--- config.mk ---
export PLATFORM = sky130hd
export DESIGN_NAME = rxgl_loops
export DESIGN_NICKNAME = d
export VERILOG_FILES = /design/src/rtl/rxgl_pkg.sv /design/src/rtl/rxgl_loops.sv
export SDC_FILE = /design/constraint.sdc
export NUM_CORES = 1
export LEC_CHECK = 0
export ABC_AREA = 1
export BUFFER_PORTS_ARGS = -buffer_cell sky130_fd_sc_hd__buf_2
export CAP_MARGIN = 10
export CELL_PAD_IN_SITES_DETAIL_PLACEMENT = 1
export CELL_PAD_IN_SITES_GLOBAL_PLACEMENT = 1
export CORE_MARGIN = 2
export CORE_UTILIZATION = 40
export CTS_CLUSTER_SIZE = 14
export DETAILED_ROUTE_END_ITERATION = 12
export PLACE_DENSITY = 0.89
export RECOVER_POWER = 25
export SLEW_MARGIN = 0
export SYNTH_ARGS = -nofsm -noshare
export SYNTH_HDL_FRONTEND = slang
export SYNTH_SLANG_ARGS = --single-unit
--- constraint.sdc ---
create_clock -name clk_i -period 4.9 [get_ports clk_i]
set_clock_uncertainty 0.1 [all_clocks]
set_input_delay 0.735 -clock clk_i [delete_from_list [all_inputs] [get_ports clk_i]]
set_output_delay 0.735 -clock clk_i [all_outputs]
set_load 0.05 [all_outputs]
--- src/rtl/rxgl_pkg.sv ---
// register map, field layout, reset values and timing for the rx loops
package rxgl_pkg;
	localparam int          CLK_HZ          = 200_000_000;
	localparam int          TICK_CLKS       = 12;
	localparam logic [5:0]  OFS_FL_GAIN     = 6'h00;
	localparam logic [5:0]  OFS_FL_PERIOD   = 6'h04;
	localparam logic [5:0]  OFS_FL_MODE     = 6'h08;
	localparam logic [5:0]  OFS_RX_CFG      = 6'h0C;
	localparam logic [5:0]  OFS_GL_HIGH     = 6'h10;
	localparam logic [5:0]  OFS_GL_LOW      = 6'h14;
	localparam logic [5:0]  OFS_GL_CTRL     = 6'h18;
	localparam logic [5:0]  OFS_FL_EST      = 6'h1C;
	localparam logic [5:0]  OFS_STATUS      = 6'h20;
	localparam int          POS_FAST_GAIN   = 4;
	localparam int          POS_SLOW_GAIN   = 0;
	localparam int          POS_FL_EN       = 0;
	localparam int          POS_FL_MODE     = 1;
	localparam int          POS_MOD         = 0;
	localparam int          POS_RSSI_START_THRESHOLD     = 8;
	localparam int          POS_HIGH_TH     = 0;
	localparam int          POS_MEAS_EXP    = 4;
	localparam int          POS_LOW0        = 0;
	localparam int          POS_LOW1        = 4;
	localparam int          POS_LOW_SEL     = 8;
	localparam int          POS_HOLD        = 0;
	localparam int          POS_GL_EN       = 8;
	localparam int          POS_FREEZE      = 9;
	localparam logic [3:0]  RST_FAST_GAIN   = 4'h2;
	localparam logic [3:0]  RST_SLOW_GAIN   = 4'h5;
	localparam logic [7:0]  RST_FAST_PERIOD = 8'h10;
	localparam logic [7:0]  RST_RSSI_START_THRESHOLD     = 8'h40;
	localparam logic [3:0]  RST_HIGH_TH     = 4'h5;
	localparam logic [3:0]  RST_MEAS_EXP    = 4'h2;
	localparam logic [3:0]  RST_LOW0        = 4'h5;
	localparam logic [3:0]  RST_LOW1        = 4'h4;
	localparam logic [7:0]  RST_LOW_SEL     = 8'h10;
	localparam logic [7:0]  RST_HOLD        = 8'h0C;
	localparam logic [3:0]  MAX_ATTEN_STEP  = 4'h8;
	typedef enum logic [2:0]
	{
		RXGL_MOD_2FSK  = 3'h0,
		RXGL_MOD_4FSK  = 3'h1,
		RXGL_MOD_2GFSK = 3'h2,
		RXGL_MOD_4GFSK = 3'h3,
		RXGL_MOD_ASK   = 3'h4
	} rxgl_mod_t;
	typedef enum logic [2:0]
	{
		RXGL_F_IDLE = 3'b001,
		RXGL_F_FAST = 3'b010,
		RXGL_F_SLOW = 3'b100
	} rxgl_fstate_t;
	typedef enum logic [1:0]
	{
		RXGL_G_HOLD = 2'b01,
		RXGL_G_MEAS = 2'b10
	} rxgl_gstate_t;
endpackage

--- src/rtl/rxgl_loops.sv ---
// receive frequency offset and gain control loops with register slave
//
// Our own choices: the placing of the registers and the Avalon-MM interface to the registers.
`timescale 1ns/10ps
// What this block does
// - frequency loop runs only for fsk modulations, idle for amplitude modulation
// - track min and max demodulated frequency, correction is their midpoint
// - mode bit 0 corrects at slicer, 1 retunes second if
// - frequency error estimate readable, lsb fdig over 3 times 2^13
// - fast phase starts when rssi exceeds threshold, slow after a period
// - fast and slow log2 gains 0..15 chosen by current phase
// - fast period in samples 0..255, zero switches at sync detect
// - frequency loop enable, disabled applies no correction
// - attenuation moves in 6 db steps up to 48 db
// - peak amplitude compared with high and low thresholds
// - high threshold 0..15, reset 0x5
// - two low thresholds, per-step select bits choose one
// - measure lasts 12 clocks times 2^exponent, decrease only if always low
// - measure exponent resets to 0x2
// - hold of 12 clocks times hold count after each change
// - above high threshold no measure, increase every hold interval
// - below low threshold decrease every measure plus hold interval
// - loop repeats, attenuation steady between thresholds
// - freeze on sync stops attenuation changes after sync word
// - gain loop enable, disabled leaves attenuation unchanged
module rxgl_loops
	import rxgl_pkg::*;
#(
	parameter int FREQ_W = 12,
	parameter int AMP_W  = 4
)
(
	input  wire logic              clk_i,
	input  wire logic              rst_n_i,
	input  wire logic [5:0]        avs_address_i,
	input  wire logic              avs_read_i,
	input  wire logic              avs_write_i,
	input  wire logic [31:0]       avs_writedata_i,
	input  wire logic [3:0]        avs_byteenable_i,
	output logic      [31:0]       avs_readdata_o,
	output logic                   avs_waitrequest_o,
	input  wire logic [FREQ_W-1:0] freq_sample_i,
	input  wire logic              freq_valid_i,
	input  wire logic [7:0]        rssi_i,
	input  wire logic              sync_det_i,
	input  wire logic [AMP_W-1:0]  peak_amp_i,
	output logic [FREQ_W-1:0]      slicer_offset_o,
	output logic [FREQ_W-1:0]      if2_offset_o,
	output logic [3:0]             atten_step_o
);
	// widths outside this range break the read mux and comparators
	if (FREQ_W < 8 || FREQ_W > 16 || AMP_W < 4 || AMP_W > 8)
	begin : g_bad_width
		$error("rxgl_loops: unsupported width");
	end

	// register storage
	logic [3:0]  fast_gain_r;
	logic [3:0]  slow_gain_r;
	logic [7:0]  fast_period_r;
	logic        fl_en_r;
	logic        fl_mode_r;
	logic [2:0]  mod_r;
	logic [7:0]  rssi_start_threshold_r;
	logic [3:0]  high_th_r;
	logic [3:0]  meas_exp_r;
	logic [3:0]  low0_r;
	logic [3:0]  low1_r;
	logic [7:0]  low_sel_r;
	logic [7:0]  hold_r;
	logic        gl_en_r;
	logic        freeze_r;
	logic        ack_r;
	logic        req;
	logic        wr_go;
	logic [31:0] rd_nxt;

	assign req               = avs_read_i | avs_write_i;
	assign avs_waitrequest_o = req & ~ack_r;
	assign wr_go             = avs_write_i & ack_r;

	always_ff @(posedge clk_i)
	begin
		if (!rst_n_i)
			ack_r <= 1'b0;
		else
			ack_r <= req & ~ack_r;
	end

	always_ff @(posedge clk_i)
	begin
		if (!rst_n_i)
		begin
			fast_gain_r   <= RST_FAST_GAIN;
			slow_gain_r   <= RST_SLOW_GAIN;
			fast_period_r <= RST_FAST_PERIOD;
			fl_en_r       <= 1'b0;
			fl_mode_r     <= 1'b0;
			mod_r         <= RXGL_MOD_2FSK;
			rssi_start_threshold_r     <= RST_RSSI_START_THRESHOLD;
			high_th_r     <= RST_HIGH_TH;
			meas_exp_r    <= RST_MEAS_EXP;
			low0_r        <= RST_LOW0;
			low1_r        <= RST_LOW1;
			low_sel_r     <= RST_LOW_SEL;
			hold_r        <= RST_HOLD;
			gl_en_r       <= 1'b0;
			freeze_r      <= 1'b0;
		end
		else if (wr_go && avs_byteenable_i[0])
		begin
			case (avs_address_i)
				OFS_FL_GAIN:
				begin
					fast_gain_r <= avs_writedata_i[POS_FAST_GAIN +: 4];
					slow_gain_r <= avs_writedata_i[POS_SLOW_GAIN +: 4];
				end
				OFS_FL_PERIOD: fast_period_r <= avs_writedata_i[7:0];
				OFS_FL_MODE:
				begin
					fl_en_r   <= avs_writedata_i[POS_FL_EN];
					fl_mode_r <= avs_writedata_i[POS_FL_MODE];
				end
				OFS_RX_CFG: mod_r <= avs_writedata_i[POS_MOD +: 3];
				OFS_GL_HIGH:
				begin
					high_th_r  <= avs_writedata_i[POS_HIGH_TH +: 4];
					meas_exp_r <= avs_writedata_i[POS_MEAS_EXP +: 4];
				end
				OFS_GL_LOW:
				begin
					low0_r <= avs_writedata_i[POS_LOW0 +: 4];
					low1_r <= avs_writedata_i[POS_LOW1 +: 4];
				end
				OFS_GL_CTRL: hold_r <= avs_writedata_i[POS_HOLD +: 8];
				default:
				begin
				end
			endcase
		end
		else if (wr_go && avs_byteenable_i[1])
		begin
			case (avs_address_i)
				OFS_RX_CFG: rssi_start_threshold_r <= avs_writedata_i[POS_RSSI_START_THRESHOLD +: 8];
				OFS_GL_LOW: low_sel_r <= avs_writedata_i[POS_LOW_SEL +: 8];
				OFS_GL_CTRL:
				begin
					gl_en_r  <= avs_writedata_i[POS_GL_EN];
					freeze_r <= avs_writedata_i[POS_FREEZE];
				end
				default:
				begin
				end
			endcase
		end
	end

	// frequency loop
	rxgl_fstate_t            fst_r;
	logic signed [FREQ_W-1:0] fmin_r;
	logic signed [FREQ_W-1:0] fmax_r;
	logic signed [FREQ_W-1:0] corr_r;
	logic signed [FREQ_W:0]   mid;
	logic signed [FREQ_W:0]   err;
	logic [7:0]              fcnt_r;
	logic [3:0]              gain;
	logic                    fsk;
	logic                    fl_run;

	assign fsk    = (mod_r != RXGL_MOD_ASK) && (mod_r <= RXGL_MOD_4GFSK);
	assign fl_run = fl_en_r && fsk;
	assign gain   = (fst_r == RXGL_F_FAST) ? fast_gain_r : slow_gain_r;
	assign mid    = ($signed({fmin_r[FREQ_W-1], fmin_r}) + $signed({fmax_r[FREQ_W-1], fmax_r}))
	                >>> 1;
	assign err    = mid - $signed({corr_r[FREQ_W-1], corr_r});

	always_ff @(posedge clk_i)
	begin
		if (!rst_n_i)
		begin
			fst_r  <= RXGL_F_IDLE;
			fcnt_r <= 8'h00;
		end
		else if (!fl_run)
			fst_r <= RXGL_F_IDLE;
		else
		begin
			case (fst_r)
				RXGL_F_IDLE:
				begin
					fcnt_r <= 8'h00;
					if (rssi_i > rssi_start_threshold_r)
						fst_r <= RXGL_F_FAST;
				end
				RXGL_F_FAST:
				begin
					if (fast_period_r == 8'h00)
					begin
						if (sync_det_i)
							fst_r <= RXGL_F_SLOW;
					end
					else if (freq_valid_i)
					begin
						fcnt_r <= fcnt_r + 8'h01;
						if (fcnt_r + 8'h01 >= fast_period_r)
							fst_r <= RXGL_F_SLOW;
					end
				end
				RXGL_F_SLOW: fst_r <= RXGL_F_SLOW;
				default: fst_r <= RXGL_F_IDLE;
			endcase
		end
	end

	// min/max tracking with slow leak toward the centre
	always_ff @(posedge clk_i)
	begin
		if (!rst_n_i)
		begin
			fmin_r <= '0;
			fmax_r <= '0;
			corr_r <= '0;
		end
		else if (fst_r == RXGL_F_IDLE)
		begin
			fmin_r <= corr_r;
			fmax_r <= corr_r;
		end
		else if (freq_valid_i)
		begin
			if ($signed(freq_sample_i) < fmin_r)
				fmin_r <= $signed(freq_sample_i);
			else
				fmin_r <= fmin_r + ((corr_r - fmin_r) >>> 6);
			if ($signed(freq_sample_i) > fmax_r)
				fmax_r <= $signed(freq_sample_i);
			else
				fmax_r <= fmax_r - ((fmax_r - corr_r) >>> 6);
			corr_r <= corr_r + FREQ_W'(err >>> gain);
		end
	end

	always_ff @(posedge clk_i)
	begin
		if (!rst_n_i)
		begin
			slicer_offset_o <= '0;
			if2_offset_o    <= '0;
		end
		else
		begin
			slicer_offset_o <= (fl_run && !fl_mode_r) ? corr_r : '0;
			if2_offset_o    <= (fl_run && fl_mode_r) ? corr_r : '0;
		end
	end

	// gain loop timers
	rxgl_gstate_t gst_r;
	logic [3:0]  tick_cnt_r;
	logic        tick;
	logic [15:0] meas_cnt_r;
	logic [7:0]  hold_cnt_r;
	logic        below_r;
	logic        frozen_r;
	logic        gl_act;
	logic        above;
	logic        below;
	logic [3:0]  low_th;
	logic        up;
	logic        down;
	logic [15:0] meas_len;

	assign tick     = (tick_cnt_r == 4'(TICK_CLKS - 1));
	assign meas_len = 16'h0001 << meas_exp_r;
	assign gl_act   = gl_en_r && !frozen_r;
	assign low_th   = low_sel_r[atten_step_o[2:0]] ? low1_r : low0_r;
	assign above    = peak_amp_i > AMP_W'(high_th_r);
	assign below    = peak_amp_i < AMP_W'(low_th);
	assign up       = gl_act && gst_r == RXGL_G_MEAS && above
	                  && atten_step_o < MAX_ATTEN_STEP;
	assign down     = gl_act && gst_r == RXGL_G_MEAS && !above && tick
	                  && meas_cnt_r + 16'h0001 >= meas_len && below_r && below
	                  && atten_step_o != 4'h0;

	always_ff @(posedge clk_i)
	begin
		if (!rst_n_i)
			frozen_r <= 1'b0;
		else if (!gl_en_r || !freeze_r)
			frozen_r <= 1'b0;
		else if (sync_det_i)
			frozen_r <= 1'b1;
	end

	always_ff @(posedge clk_i)
	begin
		if (!rst_n_i || up || down)
			tick_cnt_r <= 4'h0;
		else if (tick)
			tick_cnt_r <= 4'h0;
		else
			tick_cnt_r <= tick_cnt_r + 4'h1;
	end

	always_ff @(posedge clk_i)
	begin
		if (!rst_n_i)
		begin
			gst_r      <= RXGL_G_HOLD;
			hold_cnt_r <= 8'h00;
			meas_cnt_r <= 16'h0000;
			below_r    <= 1'b1;
		end
		else if (up || down || !gl_act)
		begin
			gst_r      <= RXGL_G_HOLD;
			hold_cnt_r <= 8'h00;
			meas_cnt_r <= 16'h0000;
			below_r    <= 1'b1;
		end
		else
		begin
			case (gst_r)
				RXGL_G_HOLD:
				begin
					if (hold_cnt_r >= hold_r)
						gst_r <= RXGL_G_MEAS;
					else if (tick)
						hold_cnt_r <= hold_cnt_r + 8'h01;
				end
				RXGL_G_MEAS:
				begin
					if (!below)
						below_r <= 1'b0;
					if (tick)
					begin
						if (meas_cnt_r + 16'h0001 >= meas_len)
						begin
							meas_cnt_r <= 16'h0000;
							below_r    <= 1'b1;
						end
						else
							meas_cnt_r <= meas_cnt_r + 16'h0001;
					end
				end
				default: gst_r <= RXGL_G_HOLD;
			endcase
		end
	end

	always_ff @(posedge clk_i)
	begin
		if (!rst_n_i)
			atten_step_o <= 4'h0;
		else if (up)
			atten_step_o <= atten_step_o + 4'h1;
		else if (down)
			atten_step_o <= atten_step_o - 4'h1;
	end

	// read mux
	always_comb
	begin
		rd_nxt = 32'h0000_0000;
		case (avs_address_i)
			OFS_FL_GAIN:   rd_nxt = {24'h0, fast_gain_r, slow_gain_r};
			OFS_FL_PERIOD: rd_nxt = {24'h0, fast_period_r};
			OFS_FL_MODE:   rd_nxt = {30'h0, fl_mode_r, fl_en_r};
			OFS_RX_CFG:    rd_nxt = {16'h0, rssi_start_threshold_r, 5'h0, mod_r};
			OFS_GL_HIGH:   rd_nxt = {24'h0, meas_exp_r, high_th_r};
			OFS_GL_LOW:    rd_nxt = {16'h0, low_sel_r, low1_r, low0_r};
			OFS_GL_CTRL:   rd_nxt = {22'h0, freeze_r, gl_en_r, hold_r};
			OFS_FL_EST:    rd_nxt = 32'($signed(corr_r));
			OFS_STATUS:    rd_nxt = {24'h0, frozen_r, fst_r, atten_step_o};
			default:       rd_nxt = 32'h0000_0000;
		endcase
	end

	always_ff @(posedge clk_i)
	begin
		if (!rst_n_i)
			avs_readdata_o <= 32'h0000_0000;
		else if (avs_read_i && !ack_r)
			avs_readdata_o <= rd_nxt;
	end
endmodule // rxgl_loops

-- Yosys cells after proc, flatten, opt, wreduce, memory -nomap -nowiden
Cells that the tools add are included.
- add/subtract/negate cells: 13
- multiply operators: 0
- divide/modulo/power cells: 0
- $lt $le $gt $ge: 11
- eq/ne operators: 22
- shift operators: 2
- multiplexer cells: 28
- bitwise operators: 9
- reductions and logical operators: 58
- operators with widths (operator ; number):
    32-bit one-hot mux with 9 select lines ; 1
    12-bit 2-to-1 mux ; 6
    2-bit AND reduction ; 13
    6-bit by 5-bit == test with 1-bit output, second input constant ; 4
    12-bit subtractor ; 2
    1-bit logical AND ; 17
    16-bit by 1-bit adder with 16-bit output, second input constant ; 1
    8-bit by 1-bit adder with 8-bit output, second input constant ; 2
    16-bit greater-or-equal comparator ; 1
    8-bit greater-or-equal comparator ; 2
    16-bit 2-to-1 mux ; 1
    4-bit 2-to-1 mux ; 4
    8-bit 2-to-1 mux ; 2
    8-bit one-hot mux with 2 select lines ; 1
    1-bit by 4-bit left shift with 16-bit output, first input constant ; 1
    3-bit 2-to-1 mux ; 5
    12-bit by 12-bit adder with 13-bit output ; 1
    13-bit by 4-bit >>> shifter with 12-bit output ; 1
    12-bit by 12-bit subtractor with 13-bit output ; 1
    12-bit adder ; 1
    12-bit by 6-bit adder with 12-bit output ; 1
    6-bit by 4-bit == test with 1-bit output, second input constant ; 2
    12-bit > comparator ; 1
    12-bit less-than comparator ; 1
    other kinds (38) ; 71
- bits in registers: 203
- latch bits: 0
- memory bits (writable): 0
- ROM bits: 0
- bits of input ports: 72
- logic and storage cells: 174
- memories kept: 0

-- Depth between registers and ports, before layout
Gate-level depths: netlist (run 1).
- word-level depth: 12
- depth in mapped cells: 42
- depth with buffers taken out: 42

-- Worst setup path before layout (run 1)
OpenSTA, ideal clock, no wires.
- path kind: register -> register
- start: register fmin_r[1]
- end: register corr_r[10]
- library setup time: 0.109 ns
- arrival time: 4.953 ns
- required time: 4.691 ns
- setup slack: -0.262 ns
- cell stages (with the launch flop): 40
- path buffers: 0
- clock period less this slack: 5.162 ns
- cells stage by stage: dfxtp_1 > inv_1 > fa_1 > nand3b_1 > and2_1 > o41ai_1 > nand2_1 > nand2_1 > a21oi_1 > xor2_1 > inv_1 > ha_1 > nand2_1 > nor2_1 > and2_1 > nand2_1 > nand4_1 > nand3_1 > [... 4 more ...] > a21oi_1 > ha_1 > inv_1 > fa_1 > o21ai_0 > nand2_1 > nand2_1 > a21oi_1 > nor2_1 > o21ai_0 > nand2_1 > nand2_1 > nand2_1 > a21oi_1 > nand2_1 > nand3_1 > nand2_1 > inv_1
- longest elaborated chain between the ends: 4
- ends and longest elaborated chain (item ; line ; source):
    from (decl) ; rxgl_loops.sv:160 ; logic signed [FREQ_W-1:0] fmin_r;
    from (signal assigned) ; rxgl_loops.sv:226 ; fmin_r <= corr_r;
    from (signal assigned) ; rxgl_loops.sv:232 ; fmin_r <= $signed(freq_sample_i);
    from (signal assigned) ; rxgl_loops.sv:234 ; fmin_r <= fmin_r + ((corr_r - fmin_r) >>> 6);
    12-bit by 12-bit adder with 13-bit output ; rxgl_loops.sv:173 ; assign mid = ($signed({fmin_r[FREQ_W-1], fmin_r}) + $signed({fmax_r[FREQ_W-1], fmax_r}))
    12-bit by 12-bit subtractor with 13-bit output ; rxgl_loops.sv:175 ; assign err = mid - $signed({corr_r[FREQ_W-1], corr_r});
    13-bit by 4-bit >>> shifter with 12-bit output ; rxgl_loops.sv:239 ; corr_r <= corr_r + FREQ_W'(err >>> gain);
    12-bit adder ; rxgl_loops.sv:239 ;
    to (signal assigned) ; rxgl_loops.sv:239 ;
    to (decl) ; rxgl_loops.sv:162 ; logic signed [FREQ_W-1:0] corr_r;
Every way passes these cells.
A chain may end at the register's enable or synchronous reset.

-- Final worst setup path (run 1)
- start: register fmax_r[1]
- end: register corr_r[10]
- longest elaborated chain between the ends: 4
- ends and longest elaborated chain (item ; line ; source):
    from (decl) ; rxgl_loops.sv:161 ; logic signed [FREQ_W-1:0] fmax_r;
    from (signal assigned) ; rxgl_loops.sv:227 ; fmax_r <= corr_r;
    from (signal assigned) ; rxgl_loops.sv:236 ; fmax_r <= $signed(freq_sample_i);
    from (signal assigned) ; rxgl_loops.sv:238 ; fmax_r <= fmax_r - ((fmax_r - corr_r) >>> 6);
    12-bit by 12-bit adder with 13-bit output ; rxgl_loops.sv:173 ;
    12-bit by 12-bit subtractor with 13-bit output ; rxgl_loops.sv:175 ;
    13-bit by 4-bit >>> shifter with 12-bit output ; rxgl_loops.sv:239 ;
    12-bit adder ; rxgl_loops.sv:239 ;
Every way passes these cells.

==> reports/metrics.yaml, run 1 <==
outcome: "complete, but fails checks"
violated_checks: "setup timing"
postSynth.asyncResetShare_pct: 0
die_width_um: 188.1
clock.fmax_ghz: 0.1685
antenna_violating_nets_post_route: 0
required_ns: 5.19
worst-r2r-cell-count: 42
drc_violations_left: 0
synthTopCellsByArea: "sky130_fd_sc_hd__dfxtp_1 28%, sky130_fd_sc_hd__ha_1 14%, sky130_fd_sc_hd__nand2_1 8.7%"
hold_end: "tick_cnt_r[0]$_SDFF_PP0_"
power_density_nw_per_um2: 194.5
cts_htree_levels: 4
synthCells: 1911
synth_top_family_by_area: "compound AO/OA/AOI/OAI gates"
timing.final.ws_setup_ns: -1.035
yosysWarnings: 0
syn-mean-instance-area_um2: 7.096
finalWirelength_mm: 59.53
yosysUniqueCellTypes: 59
post_synth_xor_xnor_area_pct: 5.555
tns_ns: -6.751
clock_tree_root_buffer_cell: "sky130_fd_sc_hd__clkbuf_16"
grt_first_pass_wirelength_mm: 84.04
synthToLayoutAreaGrowth_pct: 24.17
max_cap_viol_count: 0
num_vias: 15647
cts_tree: "built"
synthFlopType: "sky130_fd_sc_hd__dfxtp_1"
worstSetupPathType: "flop to flop"
cp_common_cell: "sky130_fd_sc_hd__nand2_2"
nNetsFinal: 2358
timing.final.crit_share_pct: 121.1
antenna_violations_before_repair: 1
gp_routability_congestion: 0.9198
timing.final.setup_violations: 11
worst_slew_pin_tran_ns: 1.010
clkSinkCount: 188
net_count_of_the_mapped_netlist: 2141
ys_seq_elements: 188
cts-hold-fix-buffers: 0
avgViaCountPerCell: 6.041
io-pin-count: 133
clk_latency_ns: 0.50
arrival_ns: 6.22
worst_setup_path_start_kind: "flop"
synth-compound-area-share_pct: 20.91
timing.rr.start: "fmax_r[1]$_SDFFE_PN0P_"
finalHoldViolCount: 0
global_route.usage.met1_pct: 33.32
rsz0062_at_grt: "yes"
synth_edf_count: 0
yosys.area_share.adder_pct: 14.91
seq_total_area_yosys_pct: 27.75
drive_above_1_share_pct: 23.49
synthMuxAreaShare_pct: 0.07381
buffer_ports.inserted: 114
finalPower_w: 0.003275
final.min_clock_period_ns: 5.935
crit_path_max_fanout: 4
hp-start: "tick_cnt_r[0]$_SDFF_PP0_"
numCtsBuffers: 17
groute.usage.overall_pct: 29.93
crit_path_max_delay_cell_type: "sky130_fd_sc_hd__fa_2"
netlist.area_leader.share_pct: 27.75
grt-busiest-layer: "met2"
synth_simple_gate_area_share_pct: 20.75
number_of_slew_limit_violations_in_the_final_report: 0
placementRows: 67
initial_utilization_pct: 40.54
hold_class: "flop to flop"
dieArea_um2: 35390
met3_usage_pct: 5.559
leakage_nw: 7.550
overflow: 0
grtUsageMet2_pct: 53.24
post_drt_wl_per_cell_um: 22.98
r2r-end: "corr_r[10]$_SDFFE_PN0P_"
critical_path.max_stage_delay_ns: 0.40
worst-r2r-setup-slack_ns: -1.04
grt_pass1_vias: 15944
dr.first_iter.drc_count: 1455
slew_headroom_pct: 32.64
dp_slack_ns: -0.6214
die-height_um: 188.1
worstHoldPathCells: 1
crit_path_start: "fmax_r[1]$_SDFFE_PN0P_"
design.core.area_um2: 33450
drt_first_pass_iters: 5
cts-root-to-sink-buffers: 2
clkTransAtPathRegs_ns: 0.09
max-vdd-ir-drop_mv: 0.2381
maximum_number_of_pins_on_one_net_before_global_route_repair: 60
detail_placement_hpwl_mm: 36.67
netlist.top_cell.by_area: "sky130_fd_sc_hd__dfxtp_1"
syn_area_um2: 13560
worst_setup_path_end_kind: "flop"
==> layer usage <==
metal | wire length (um) | share of wire [%] | up-vias
met5 | 0 | 0 | -
met4 | 4383 | 7.4 | 0
met3 | 4516 | 7.6 | 358
met2 | 28350 | 48 | 888
met1 | 22270 | 37 | 7548
li1 | - | - | 6853
==> cells by family (layout without fill, tap and decap cells) <==
logic type	count (synthesis)	after routing
xor gates and xnor gates	86	86
other	0	1
and+or+nand+nor	645	645
buffers and inverters	337	567
muxes	1	1
AOI/OAI and AO/OA	496	496
DFF	188	188
adders and majority gates	158	158
==> metrics by stage <==
stage	utilization (%)	instance area, um2	hold slack [ns]	instances
detailed placement	45.37	15180	0.3505	2511
CTS	48.67	16280	0.3650	2565
finish	50.34	16840	0.3636	2590
global route	50.33	16840	0.3923	2589
floorplan	-	13610	0.3176	1911
global placement	45.37	15180	0.3298	2511
==> cells in the mapped netlist, types with 4 or more instances <==
cell	count
sky130_fd_sc_hd__nor2_1	159
sky130_fd_sc_hd__a21oi_1	197
sky130_fd_sc_hd__o22ai_1	17
sky130_fd_sc_hd__o21bai_1	6
sky130_fd_sc_hd__o21ai_0	155
sky130_fd_sc_hd__inv_2	9
sky130_fd_sc_hd__o21ai_2	5
sky130_fd_sc_hd__o2111ai_1	6
sky130_fd_sc_hd__o21a_1	5
sky130_fd_sc_hd__nand4_1	32
sky130_fd_sc_hd__buf_6	4
sky130_fd_sc_hd__o211ai_1	29
sky130_fd_sc_hd__nand2_2	4
sky130_fd_sc_hd__buf_2	5
sky130_fd_sc_hd__nor3_1	12
sky130_fd_sc_hd__o21ai_1	8
sky130_fd_sc_hd__clkinv_1	7
sky130_fd_sc_hd__nor2_2	25
sky130_fd_sc_hd__clkbuf_1	40
sky130_fd_sc_hd__fa_1	6
sky130_fd_sc_hd__ha_1	152
sky130_fd_sc_hd__o31ai_1	4
sky130_fd_sc_hd__buf_4	15
sky130_fd_sc_hd__a31oi_1	22
sky130_fd_sc_hd__a221oi_1	7
sky130_fd_sc_hd__nand3_1	71
sky130_fd_sc_hd__nand2_1	315
sky130_fd_sc_hd__o221ai_1	8
sky130_fd_sc_hd__nand3b_1	5
sky130_fd_sc_hd__dfxtp_1	188
sky130_fd_sc_hd__a22oi_1	10
sky130_fd_sc_hd__xor2_1	61
sky130_fd_sc_hd__inv_1	255
sky130_fd_sc_hd__xnor2_1	25
==> repair_timing <==
item | 4_1_cts | 5_1_grt
setup buffers | 23 | 25
resized for setup | 93 | 92
setup endpoints to repair | 11 | 14
pin swaps | 68 | 78
==> how the worst max path moves through the flow <==
stage	to	slack [ns]
after floorplan	corr_r[10]$_SDFFE_PN0P_	0.003
after global placement	corr_r[10]$_SDFFE_PN0P_	-0.34
after detailed placement	corr_r[10]$_SDFFE_PN0P_	-0.62
after CTS	corr_r[10]$_SDFFE_PN0P_	-0.42
after global routing	corr_r[10]$_SDFFE_PN0P_	-1.18
final	corr_r[10]$_SDFFE_PN0P_	-1.04
==> registers in the layout, indices dropped and copies added, names as in the netlist, 8 cells and up <==
name,count
corr_r,12
slicer_offset_o,12
if2_offset_o,12
hold_r,8
fast_period_r,8
low_sel_r,8
meas_cnt_r,16
fmax_r,12
avs_readdata_o,17
fmin_r,12
rssi_start_threshold_r,8
fcnt_r,8
hold_cnt_r,8
==> power by group <==
group	switching [W]	internal, W	total [W]	leakage [nW]
logic	0.000200	0.0000810	0.000281	5.75
clock network	0.000737	0.000722	0.00146	0.280
registers	0.00000510	0.00153	0.00154	1.52
==> cell type report <==
| cell class | instances | area (um2) |
|---|---|---|
| repair buffers | 262 | 1700 |
| inverters | 273 | 1037 |
| well taps | 448 | 560.5 |
| diodes | 1 | 2.502 |
| flip-flops and latches | 188 | 3781 |
| fillers | 4190 | 16610 |
| clock buffers | 18 | 429.2 |
| multi-input cells | 1386 | 9180 |
| clock inverters | 14 | 147.6 |
==> placed cells by master, fill, tap and decap left out, drive strengths merged, types with 7 or more instances in the layout <==
cell / synthesis / final
nand4: 33 / 33
o21ai: 169 / 169
nor2: 185 / 185
o221ai: 8 / 8
nand3: 76 / 76
xnor2: 25 / 25
dfxtp: 188 / 188
o22ai: 17 / 17
clkinv: 7 / 10
a21oi: 199 / 199
ha: 152 / 152
o211ai: 30 / 30
a22oi: 10 / 10
buf: 24 / 262
a221oi: 7 / 7
nand2: 320 / 320
inv: 266 / 272
a31oi: 22 / 22
xor2: 61 / 61
clkbuf: 40 / 18
nor3: 15 / 15
==> worst max-delay path, delay by kind of cell (launching register included) <==
kind                       cells  cell delay, ns
and+or+nand+nor               22            2.47
adders and majority gates      4            1.27
AOI/OAI and AO/OA              9            0.87
DFF                            1            0.38
xor gates and xnor gates       2            0.37
buffers and inverters          5            0.36
Power figures use the tool's default switching activity.
==> inputs of run 2 (changes only) <==
--- a/config.mk
+++ b/config.mk
@@ -5,16 +5,15 @@
 export SDC_FILE = /design/constraint.sdc
 export NUM_CORES = 1
 export LEC_CHECK = 0
-export ABC_AREA = 1
 export BUFFER_PORTS_ARGS = -buffer_cell sky130_fd_sc_hd__buf_2
 export CAP_MARGIN = 10
 export CELL_PAD_IN_SITES_DETAIL_PLACEMENT = 1
 export CELL_PAD_IN_SITES_GLOBAL_PLACEMENT = 1
 export CORE_MARGIN = 2
-export CORE_UTILIZATION = 40
+export CORE_UTILIZATION = 41
 export CTS_CLUSTER_SIZE = 14
 export DETAILED_ROUTE_END_ITERATION = 12
-export PLACE_DENSITY = 0.89
+export PLACE_DENSITY = 0.88
 export RECOVER_POWER = 25
 export SLEW_MARGIN = 0
 export SYNTH_ARGS = -nofsm -noshare
==> run 2 against run 1 <==
  * The flow still finishes with violations (setup timing)
  * Area after synthesis up 2.7%
  * Highest routed layer unchanged
  * Combinational power down 25%
  * Hold slack improved by 0.021 ns
  * Maximum frequency shrank 11%
  * Die area rose by 0.24%
  * Global-route usage rose by 1.9 points
  * Total power grew 0.26%
  * Final area is 1.7% higher
  * Via count decreased by 1.1%
  * First-iteration DRC count is 1.9% lower
  * Clock power grew 5%
  * Register-to-register slack worse by 0.74 ns
==> reports/metrics.yaml, run 2 <==
cts-root-to-sink-buffers: 2  # unchanged
worst-r2r-setup-slack_ns: -1.77  # -0.74 ns
worst_setup_path_start_kind: "flop"
number_of_slew_limit_violations_in_the_final_report: 0  # unchanged
design.core.area_um2: 33530  # +0.25%
worst_setup_path_end_kind: "flop"
fin_hold_ws_ns: 0.3846  # +0.02102 ns
die_width_um: 188.3  # +0.12%
cts_htree_levels: 4  # unchanged
seq_total_area_yosys_pct: 27.01  # -0.74 points
io-pin-count: 133  # unchanged
wirelength_met1_mm: 22.98  # +3.2%
timing.final.ws_setup_ns: -1.772  # -0.7361 ns
dr.first_iter.drc_count: 1428  # -1.9%
largest_register_ff_count: 17  # unchanged
power_density_nw_per_um2: 191.7  # -1.5%
ys_seq_elements: 188  # unchanged
most_common_cell_after_layout_fill_and_taps_aside: "sky130_fd_sc_hd__dfxtp_1"
antenna_violating_nets_post_route: 0  # unchanged
grt_pass1_vias: 16291  # +2.2%
synthFlopType: "sky130_fd_sc_hd__dfxtp_1"
netlist.area_leader.share_pct: 27.01  # -0.74 points
yosysUniqueCellTypes: 72  # +22%
hp-start: "meas_cnt_r[15]$_SDFFE_PP0P_"
num_vias: 15476  # -1.1%
outcome: "complete, but fails checks"
maximum_number_of_pins_on_one_net_before_global_route_repair: 79  # +32%
cp_common_cell: "sky130_fd_sc_hd__buf_6"
timing.final.crit_share_pct: 136.2  # +15 points
timing.final.setup_violations: 13  # +2
synthToLayoutAreaGrowth_pct: 22.95
leakage_nw: 7.235  # -4.2%
max-vdd-ir-drop_mv: 0.2462  # +3.4%
synthCells: 1723  # -9.8%
max_cap_viol_count: 0  # unchanged
postSynth.asyncResetShare_pct: 0  # unchanged
placementRows: 67  # unchanged
final.min_clock_period_ns: 6.672  # +0.7361 ns
clock_tree_root_buffer_cell: "sky130_fd_sc_hd__clkbuf_16"
cts-hold-fix-buffers: 0  # unchanged
tns_ns: -13.91  # -7.162 ns
required_ns: 5.19  # about the same
violated_checks: "setup timing"
wl_met2_mm: 29.17  # +2.9%
groute.usage.overall_pct: 31.80  # +1.9 points
drive_above_1_share_pct: 21.64  # -1.8 points
drc_violations_left: 0  # unchanged
worst_slew_pin_tran_ns: 1.121  # +0.1110 ns
clk_latency_ns: 0.47  # -0.03 ns
netlist.top_cell.by_area: "sky130_fd_sc_hd__dfxtp_1"
hold_class: "flop to flop"
arrival_ns: 6.96  # +0.74 ns
worstSetupPathType: "flop to flop"
num_antenna_cells: 0  # -1
highest-signal-layer: "met4"
synth_most_common_cell: "sky130_fd_sc_hd__dfxtp_1"
grt_first_pass_wirelength_mm: 89.44  # +6.4%
timing.rr.start: "fmax_r[1]$_SDFFE_PN0P_"
worst-r2r-cell-count: 32  # -24%
buffer_ports.inserted: 114  # unchanged
numCtsBuffers: 17  # unchanged
finalHoldViolCount: 0  # unchanged
yosysWarnings: 0  # unchanged
avgViaCountPerCell: 6.430  # +6.4%
rsz0062_at_grt: "yes"
post_drt_wl_per_cell_um: 25.91  # +13%
initial_utilization_pct: 41.55  # +1.0 points
r2r-end: "corr_r[7]$_SDFFE_PN0P_"
multiInputGateArea_um2: 9986  # +8.8%
wl_met3_mm: 5.556  # +23%
critical_path.max_stage_delay_ns: 0.49  # +0.09 ns
layout_top_registers: "avs_readdata_o (17), meas_cnt_r (16)"
crit_path_max_delay_cell_type: "sky130_fd_sc_hd__nor4_4"
finalWirelength_mm: 62.36  # +4.8%
detail_placement_hpwl_mm: 39.36  # +7.3%
top_register: "avs_readdata_o"
cell_types_with_the_highest_counts_after_synthesis: "188 x sky130_fd_sc_hd__dfxtp_1, 181 x sky130_fd_sc_hd__nor2_1, 167 x sky130_fd_sc_hd__nand2_1"
clkSinkCount: 188  # unchanged
hold_end: "meas_cnt_r[15]$_SDFFE_PP0P_"
nNetsFinal: 2177  # -7.7%
syn_area_um2: 13930  # +2.7%
most-common-layout-cells: "183 x sky130_fd_sc_hd__dfxtp_1, 178 x sky130_fd_sc_hd__nor2_1, 170 x sky130_fd_sc_hd__buf_4"
worstHoldPathCells: 2  # +1
area.sequential_um2: 3775  # -0.17%
finalCoreUtilization_pct: 51.09  # +0.75 points
fillers: 4068  # -2.9%
die-height_um: 188.3  # +0.12%
clock.fmax_ghz: 0.1499  # -11%
antenna_violations_before_repair: 1  # unchanged
drt_first_pass_iters: 6  # +1
net_count_of_the_mapped_netlist: 1953  # -8.8%
dieArea_um2: 35470  # +0.24%
clkTransAtPathRegs_ns: 0.08  # about the same
synth_edf_count: 0  # unchanged
overflow: 0  # unchanged
synthTopCellsByArea: "sky130_fd_sc_hd__dfxtp_1 27%, sky130_fd_sc_hd__ha_1 14%, sky130_fd_sc_hd__mux2i_1 5.5%"
cts_tree: "built"
gp_routability_congestion: 0.9327  # +1.4%
syn-mean-instance-area_um2: 8.087  # +14%
slew_headroom_pct: 25.25  # -7.4 points
crit_path_max_fanout: 4  # unchanged
-- run 2: report_power, final --
group	internal [W]	total, W	switching (W)
Combinational	0.0000708	0.000212	0.000141
Clock	0.000814	0.00154	0.000727
Sequential	0.00153	0.00153	0.00000366
-- run 2: what timing repair did --
action                                  in CTS  in global routing
pin swaps                                   43                 42
setup buffers                               12                  8
endpoints found under the setup margin      17                 20
resized for setup                           41                 49
-- run 2: area by class of cell --
cell class	instances	area share, %
clock buffers	21	2.805
inverters	86	1.892
well taps	448	3.272
clock inverters	10	0.7377
flip-flops and latches	188	22.03
multi-input cells	1362	58.29
repair buffers	292	10.97
-- run 2: worst max-delay path by stage --
| stage | startpoint | to | slack (ns) | depth (start not counted) |
|---|---|---|---|---|
| floorplan | fmin_r[2]$_SDFFE_PN0P_ | corr_r[10]$_SDFFE_PN0P_ | -0.75 | 29 |
| global placement | fmax_r[1]$_SDFFE_PN0P_ | corr_r[11]$_SDFFE_PN0P_ | -0.91 | 27 |
| detailed placement | fmin_r[2]$_SDFFE_PN0P_ | corr_r[11]$_SDFFE_PN0P_ | -1.20 | 26 |
| CTS | fmax_r[1]$_SDFFE_PN0P_ | corr_r[10]$_SDFFE_PN0P_ | -0.92 | 29 |
| global route | fmax_r[1]$_SDFFE_PN0P_ | corr_r[7]$_SDFFE_PN0P_ | -1.92 | 32 |
| finish | fmax_r[1]$_SDFFE_PN0P_ | corr_r[7]$_SDFFE_PN0P_ | -1.77 | 32 |
-- run 2: logic make-up (layout without fill, tap and decap cells) --
logic type	count (synthesis)	count (layout)	share of synthesized area (%)
fa+ha+maj	158	158	14.51
buf+inv	173	409	5.190
simple gates	606	606	20.43
flops	188	188	27.01
mux	101	101	8.531
compound gates	421	421	19.55
xor+xnor	76	76	4.777
-- run 2: worst max-delay path: cells and delay by family, from the launching register on --
family          cells  cell delay [ns]
compound gates     13             2.81
simple gates        8             1.25
fa+ha+maj           3             0.92
buf+inv             6             0.83
flops               1             0.37
xor+xnor            2             0.26
-- run 2: routing by layer --
| layer | vias to the layer above | GRT usage, % |
|---|---|---|
| met5 | - | 0 |
| met4 | 0 | 19.74 |
| met3 | 380 | 6.128 |
| met2 | 916 | 54.20 |
| met1 | 7562 | 36.79 |
| li1 | 6618 | - |
-- run 2: per-stage QoR --
step / setup WS (ns) / cell area [um2] / total power [W] / instances
2_1_floorplan: -0.7544 / 14060 / 0.001682 / 1723
4_1_cts: -0.9212 / 16880 / 0.003247 / 2399
3_5_place_dp: -1.196 / 15990 / 0.001762 / 2358
6_report: -1.772 / 17130 / 0.003284 / 2407
3_3_place_gp: -0.9127 / 15990 / 0.001752 / 2358
5_1_grt: -1.923 / 17130 / 0.003342 / 2407
==> inputs of run 3 (changes only) <==
--- a/config.mk
+++ b/config.mk
@@ -6,14 +6,13 @@
 export NUM_CORES = 1
 export LEC_CHECK = 0
 export BUFFER_PORTS_ARGS = -buffer_cell sky130_fd_sc_hd__buf_2
-export CAP_MARGIN = 10
 export CELL_PAD_IN_SITES_DETAIL_PLACEMENT = 1
 export CELL_PAD_IN_SITES_GLOBAL_PLACEMENT = 1
 export CORE_MARGIN = 2
 export CORE_UTILIZATION = 41
 export CTS_CLUSTER_SIZE = 14
 export DETAILED_ROUTE_END_ITERATION = 12
-export PLACE_DENSITY = 0.88
+export PLACE_DENSITY_LB_ADDON = 0.1
 export RECOVER_POWER = 25
 export SLEW_MARGIN = 0
 export SYNTH_ARGS = -nofsm -noshare
==> run 3 against run 2 <==
  * Non-clock buffer count up 2
  * Critical endpoint is now corr_r[11]$_SDFFE_PN0P_
  * Register-to-register slack better by 0.74 ns
  * The flow still finishes with violations (setup timing)
  * Sequential share of layout area up 0.19 points
  * Via count down 11%
  * Total power down 4.1%
  * Maximum frequency up 13%
==> reports/metrics.yaml, run 3 (synthesis results as in run 2) <==
outcome: "complete, but fails checks"
violated_checks: "setup timing"
grt_pass1_vias: 14241  # -13%
dp_slack_ns: -1.238  # -0.04207 ns
clkSinkCount: 188  # unchanged
final.min_clock_period_ns: 5.929  # -0.7427 ns
timing.final.crit_share_pct: 121.0  # -15 points
cts-root-to-sink-buffers: 2  # unchanged
design.core.area_um2: 33530  # unchanged
slew_headroom_pct: 17.56  # -7.7 points
crit_path_max_delay_cell_type: "sky130_fd_sc_hd__dfxtp_4"
rsz0062_at_grt: "yes"
drt_first_pass_iters: 5  # -1
gp_routability_congestion: 0.8767  # -6.0%
overflow: 0  # unchanged
max_cap_viol_count: 0  # unchanged
arrival_ns: 6.22  # -0.74 ns
placementRows: 67  # unchanged
drc_violations_left: 0  # unchanged
power_density_nw_per_um2: 185.6  # -3.2%
synthToLayoutAreaGrowth_pct: 21.83
io-pin-count: 133  # unchanged
worst-r2r-cell-count: 28  # -13%
cp_common_cell: "sky130_fd_sc_hd__mux2i_1"
post_drt_wl_per_cell_um: 20.68  # -20%
nNetsFinal: 2179  # +0.092%
worst_setup_path_start_kind: "flop"
cts_tree: "built"
initial_utilization_pct: 41.55  # unchanged
critical_path.max_stage_delay_ns: 0.37  # -0.12 ns
antenna_violating_nets_post_route: 0  # unchanged
worst_slew_pin_tran_ns: 1.237  # +0.1154 ns
layout_top_registers: "avs_readdata_o (17), meas_cnt_r (16)"
clkTransAtPathRegs_ns: 0.07  # about the same
avgViaCountPerCell: 5.731  # -11%
cts_htree_levels: 4  # unchanged
buffer_ports.inserted: 114  # unchanged
numCtsBuffers: 17  # unchanged
detail_placement_hpwl_mm: 37.62  # -4.4%
num_vias: 13805  # -11%
most-common-layout-cells: "185 x sky130_fd_sc_hd__dfxtp_1, 179 x sky130_fd_sc_hd__nor2_1, 173 x sky130_fd_sc_hd__buf_4"
required_ns: 5.20  # about the same
dr.first_iter.drc_count: 815  # -43%
finalCoreUtilization_pct: 50.62  # -0.47 points
hold_class: "flop to flop"
die_width_um: 188.3  # unchanged
worstHoldPathCells: 2  # unchanged
grt_first_pass_wirelength_mm: 78.52  # -12%
timing.final.ws_setup_ns: -1.029  # +0.7427 ns
final_cell_count_no_fill: 2409  # +0.083%
worstSetupPathType: "flop to flop"
max-vdd-ir-drop_mv: 0.2670  # +8.5%
number_of_slew_limit_violations_in_the_final_report: 0  # unchanged
dieArea_um2: 35470  # unchanged
place_inst: 2366  # +0.34%
leakage_nw: 7.160  # -1.0%
clock.fmax_ghz: 0.1687  # +13%
drive_above_1_share_pct: 20.19  # -1.4 points
antenna_violations_before_repair: 0  # -1
most_common_cell_after_layout_fill_and_taps_aside: "sky130_fd_sc_hd__dfxtp_1"
finalHoldViolCount: 0  # unchanged
cts-hold-fix-buffers: 0  # unchanged
number_of_gates_on_the_worst_path_with_buffers_counted: 28  # -13%
groute.usage.overall_pct: 27.97  # -3.8 points
num_antenna_cells: 0  # unchanged
path_buf_inv: 1  # -5
finalWirelength_mm: 49.82  # -20%
clk_latency_ns: 0.47  # about the same
clock_tree_root_buffer_cell: "sky130_fd_sc_hd__clkbuf_16"
fillers: 4143  # +1.8%
maximum_number_of_pins_on_one_net_before_global_route_repair: 72  # -8.9%
timing.final.setup_violations: 11  # -2
cp_delay_by_family_top: "compound AO/OA/AOI/OAI gates"
worst_setup_path_end_kind: "flop"
top_register: "avs_readdata_o"
crit_path_max_fanout: 5  # +1
largest_register_ff_count: 17  # unchanged
die-height_um: 188.3  # unchanged
==> run 3: cell count changes in the layout (fill, tap and decap cells not counted), moves of 3 or more <==
cell,previous run,this run
sky130_fd_sc_hd__clkbuf_8,4,1
sky130_fd_sc_hd__clkbuf_1,41,48
sky130_fd_sc_hd__a21oi_1,130,139
sky130_fd_sc_hd__buf_4,170,173
sky130_fd_sc_hd__buf_2,74,70
sky130_fd_sc_hd__a21oi_2,23,15
==> run 3: layout make-up <==
cell class	count	area, um2	area share [%]
clock inverter	10	111.4	0.6560
timing repair buffer	294	1886	11.11
inverter	86	324.1	1.909
clock buffer	21	450.4	2.654
multi-input combinational	1362	9871	58.15
sequential	188	3772	22.22
tap	448	560.5	3.302
==> run 3: worst reg2reg max path: cells and delay by family, from the launching register on <==
kind            cells  cell delay, ns
compound gates     15            2.95
fa+ha+maj           3            0.83
simple gates        5            0.80
mux                 3            0.49
flops               1            0.37
buf+inv             1            0.17
xor+xnor            1            0.15
==> run 3: power by group <==
group	internal (W)	total, W	switching, W	leakage, nW
Clock	0.000724	0.00142	0.000695	0.272
Combinational	0.0000697	0.000200	0.000130	5.37
Sequential	0.00153	0.00153	0.00000306	1.52
Total	0.00232	0.00315	0.000828	7.16
==> run 3: worst paths after layout <==
kind,start,endpoint,slack [ns]
max reg2reg,fmin_r[1]$_SDFFE_PN0P_,corr_r[11]$_SDFFE_PN0P_,-1.03
min reg2reg,meas_cnt_r[15]$_SDFFE_PP0P_,meas_cnt_r[15]$_SDFFE_PP0P_,0.39
max,fmin_r[1]$_SDFFE_PN0P_,corr_r[11]$_SDFFE_PN0P_,-1.03
min,meas_cnt_r[15]$_SDFFE_PP0P_,meas_cnt_r[15]$_SDFFE_PP0P_,0.39
==> run 3: per-layer routing <==
| layer | vias to the layer above | part of all wire [%] | global-route usage, % |
|---|---|---|---|
| met2 | 324 | 44 | 43.81 |
| li1 | 6615 | - | - |
| met4 | 0 | 2.9 | 9.766 |
| met1 | 6782 | 48 | 39.20 |
| met5 | - | 0 | 0 |
| met3 | 84 | 5.0 | 4.135 |
==> run 3: metrics by stage <==
stage / TNS, ns / total power [W] / hold WS [ns] / cell area (um2)
global placement: -7.636 / 0.001759 / 0.3301 / 16050
detailed placement: -9.370 / 0.001764 / 0.3523 / 16050
floorplan: -3.983 / 0.001682 / 0.3176 / 14060
global route: -11.20 / 0.003254 / 0.3975 / 16980
CTS: -7.439 / 0.003171 / 0.3841 / 16810
finish: -7.902 / 0.003150 / 0.3882 / 16980
==> run 3: timing repair <==
action,4_1_cts,5_1_grt
pin swaps,31,19
setup endpoints to repair,12,17
cloned,0,0
resized for setup,28,36
setup buffers,7,6
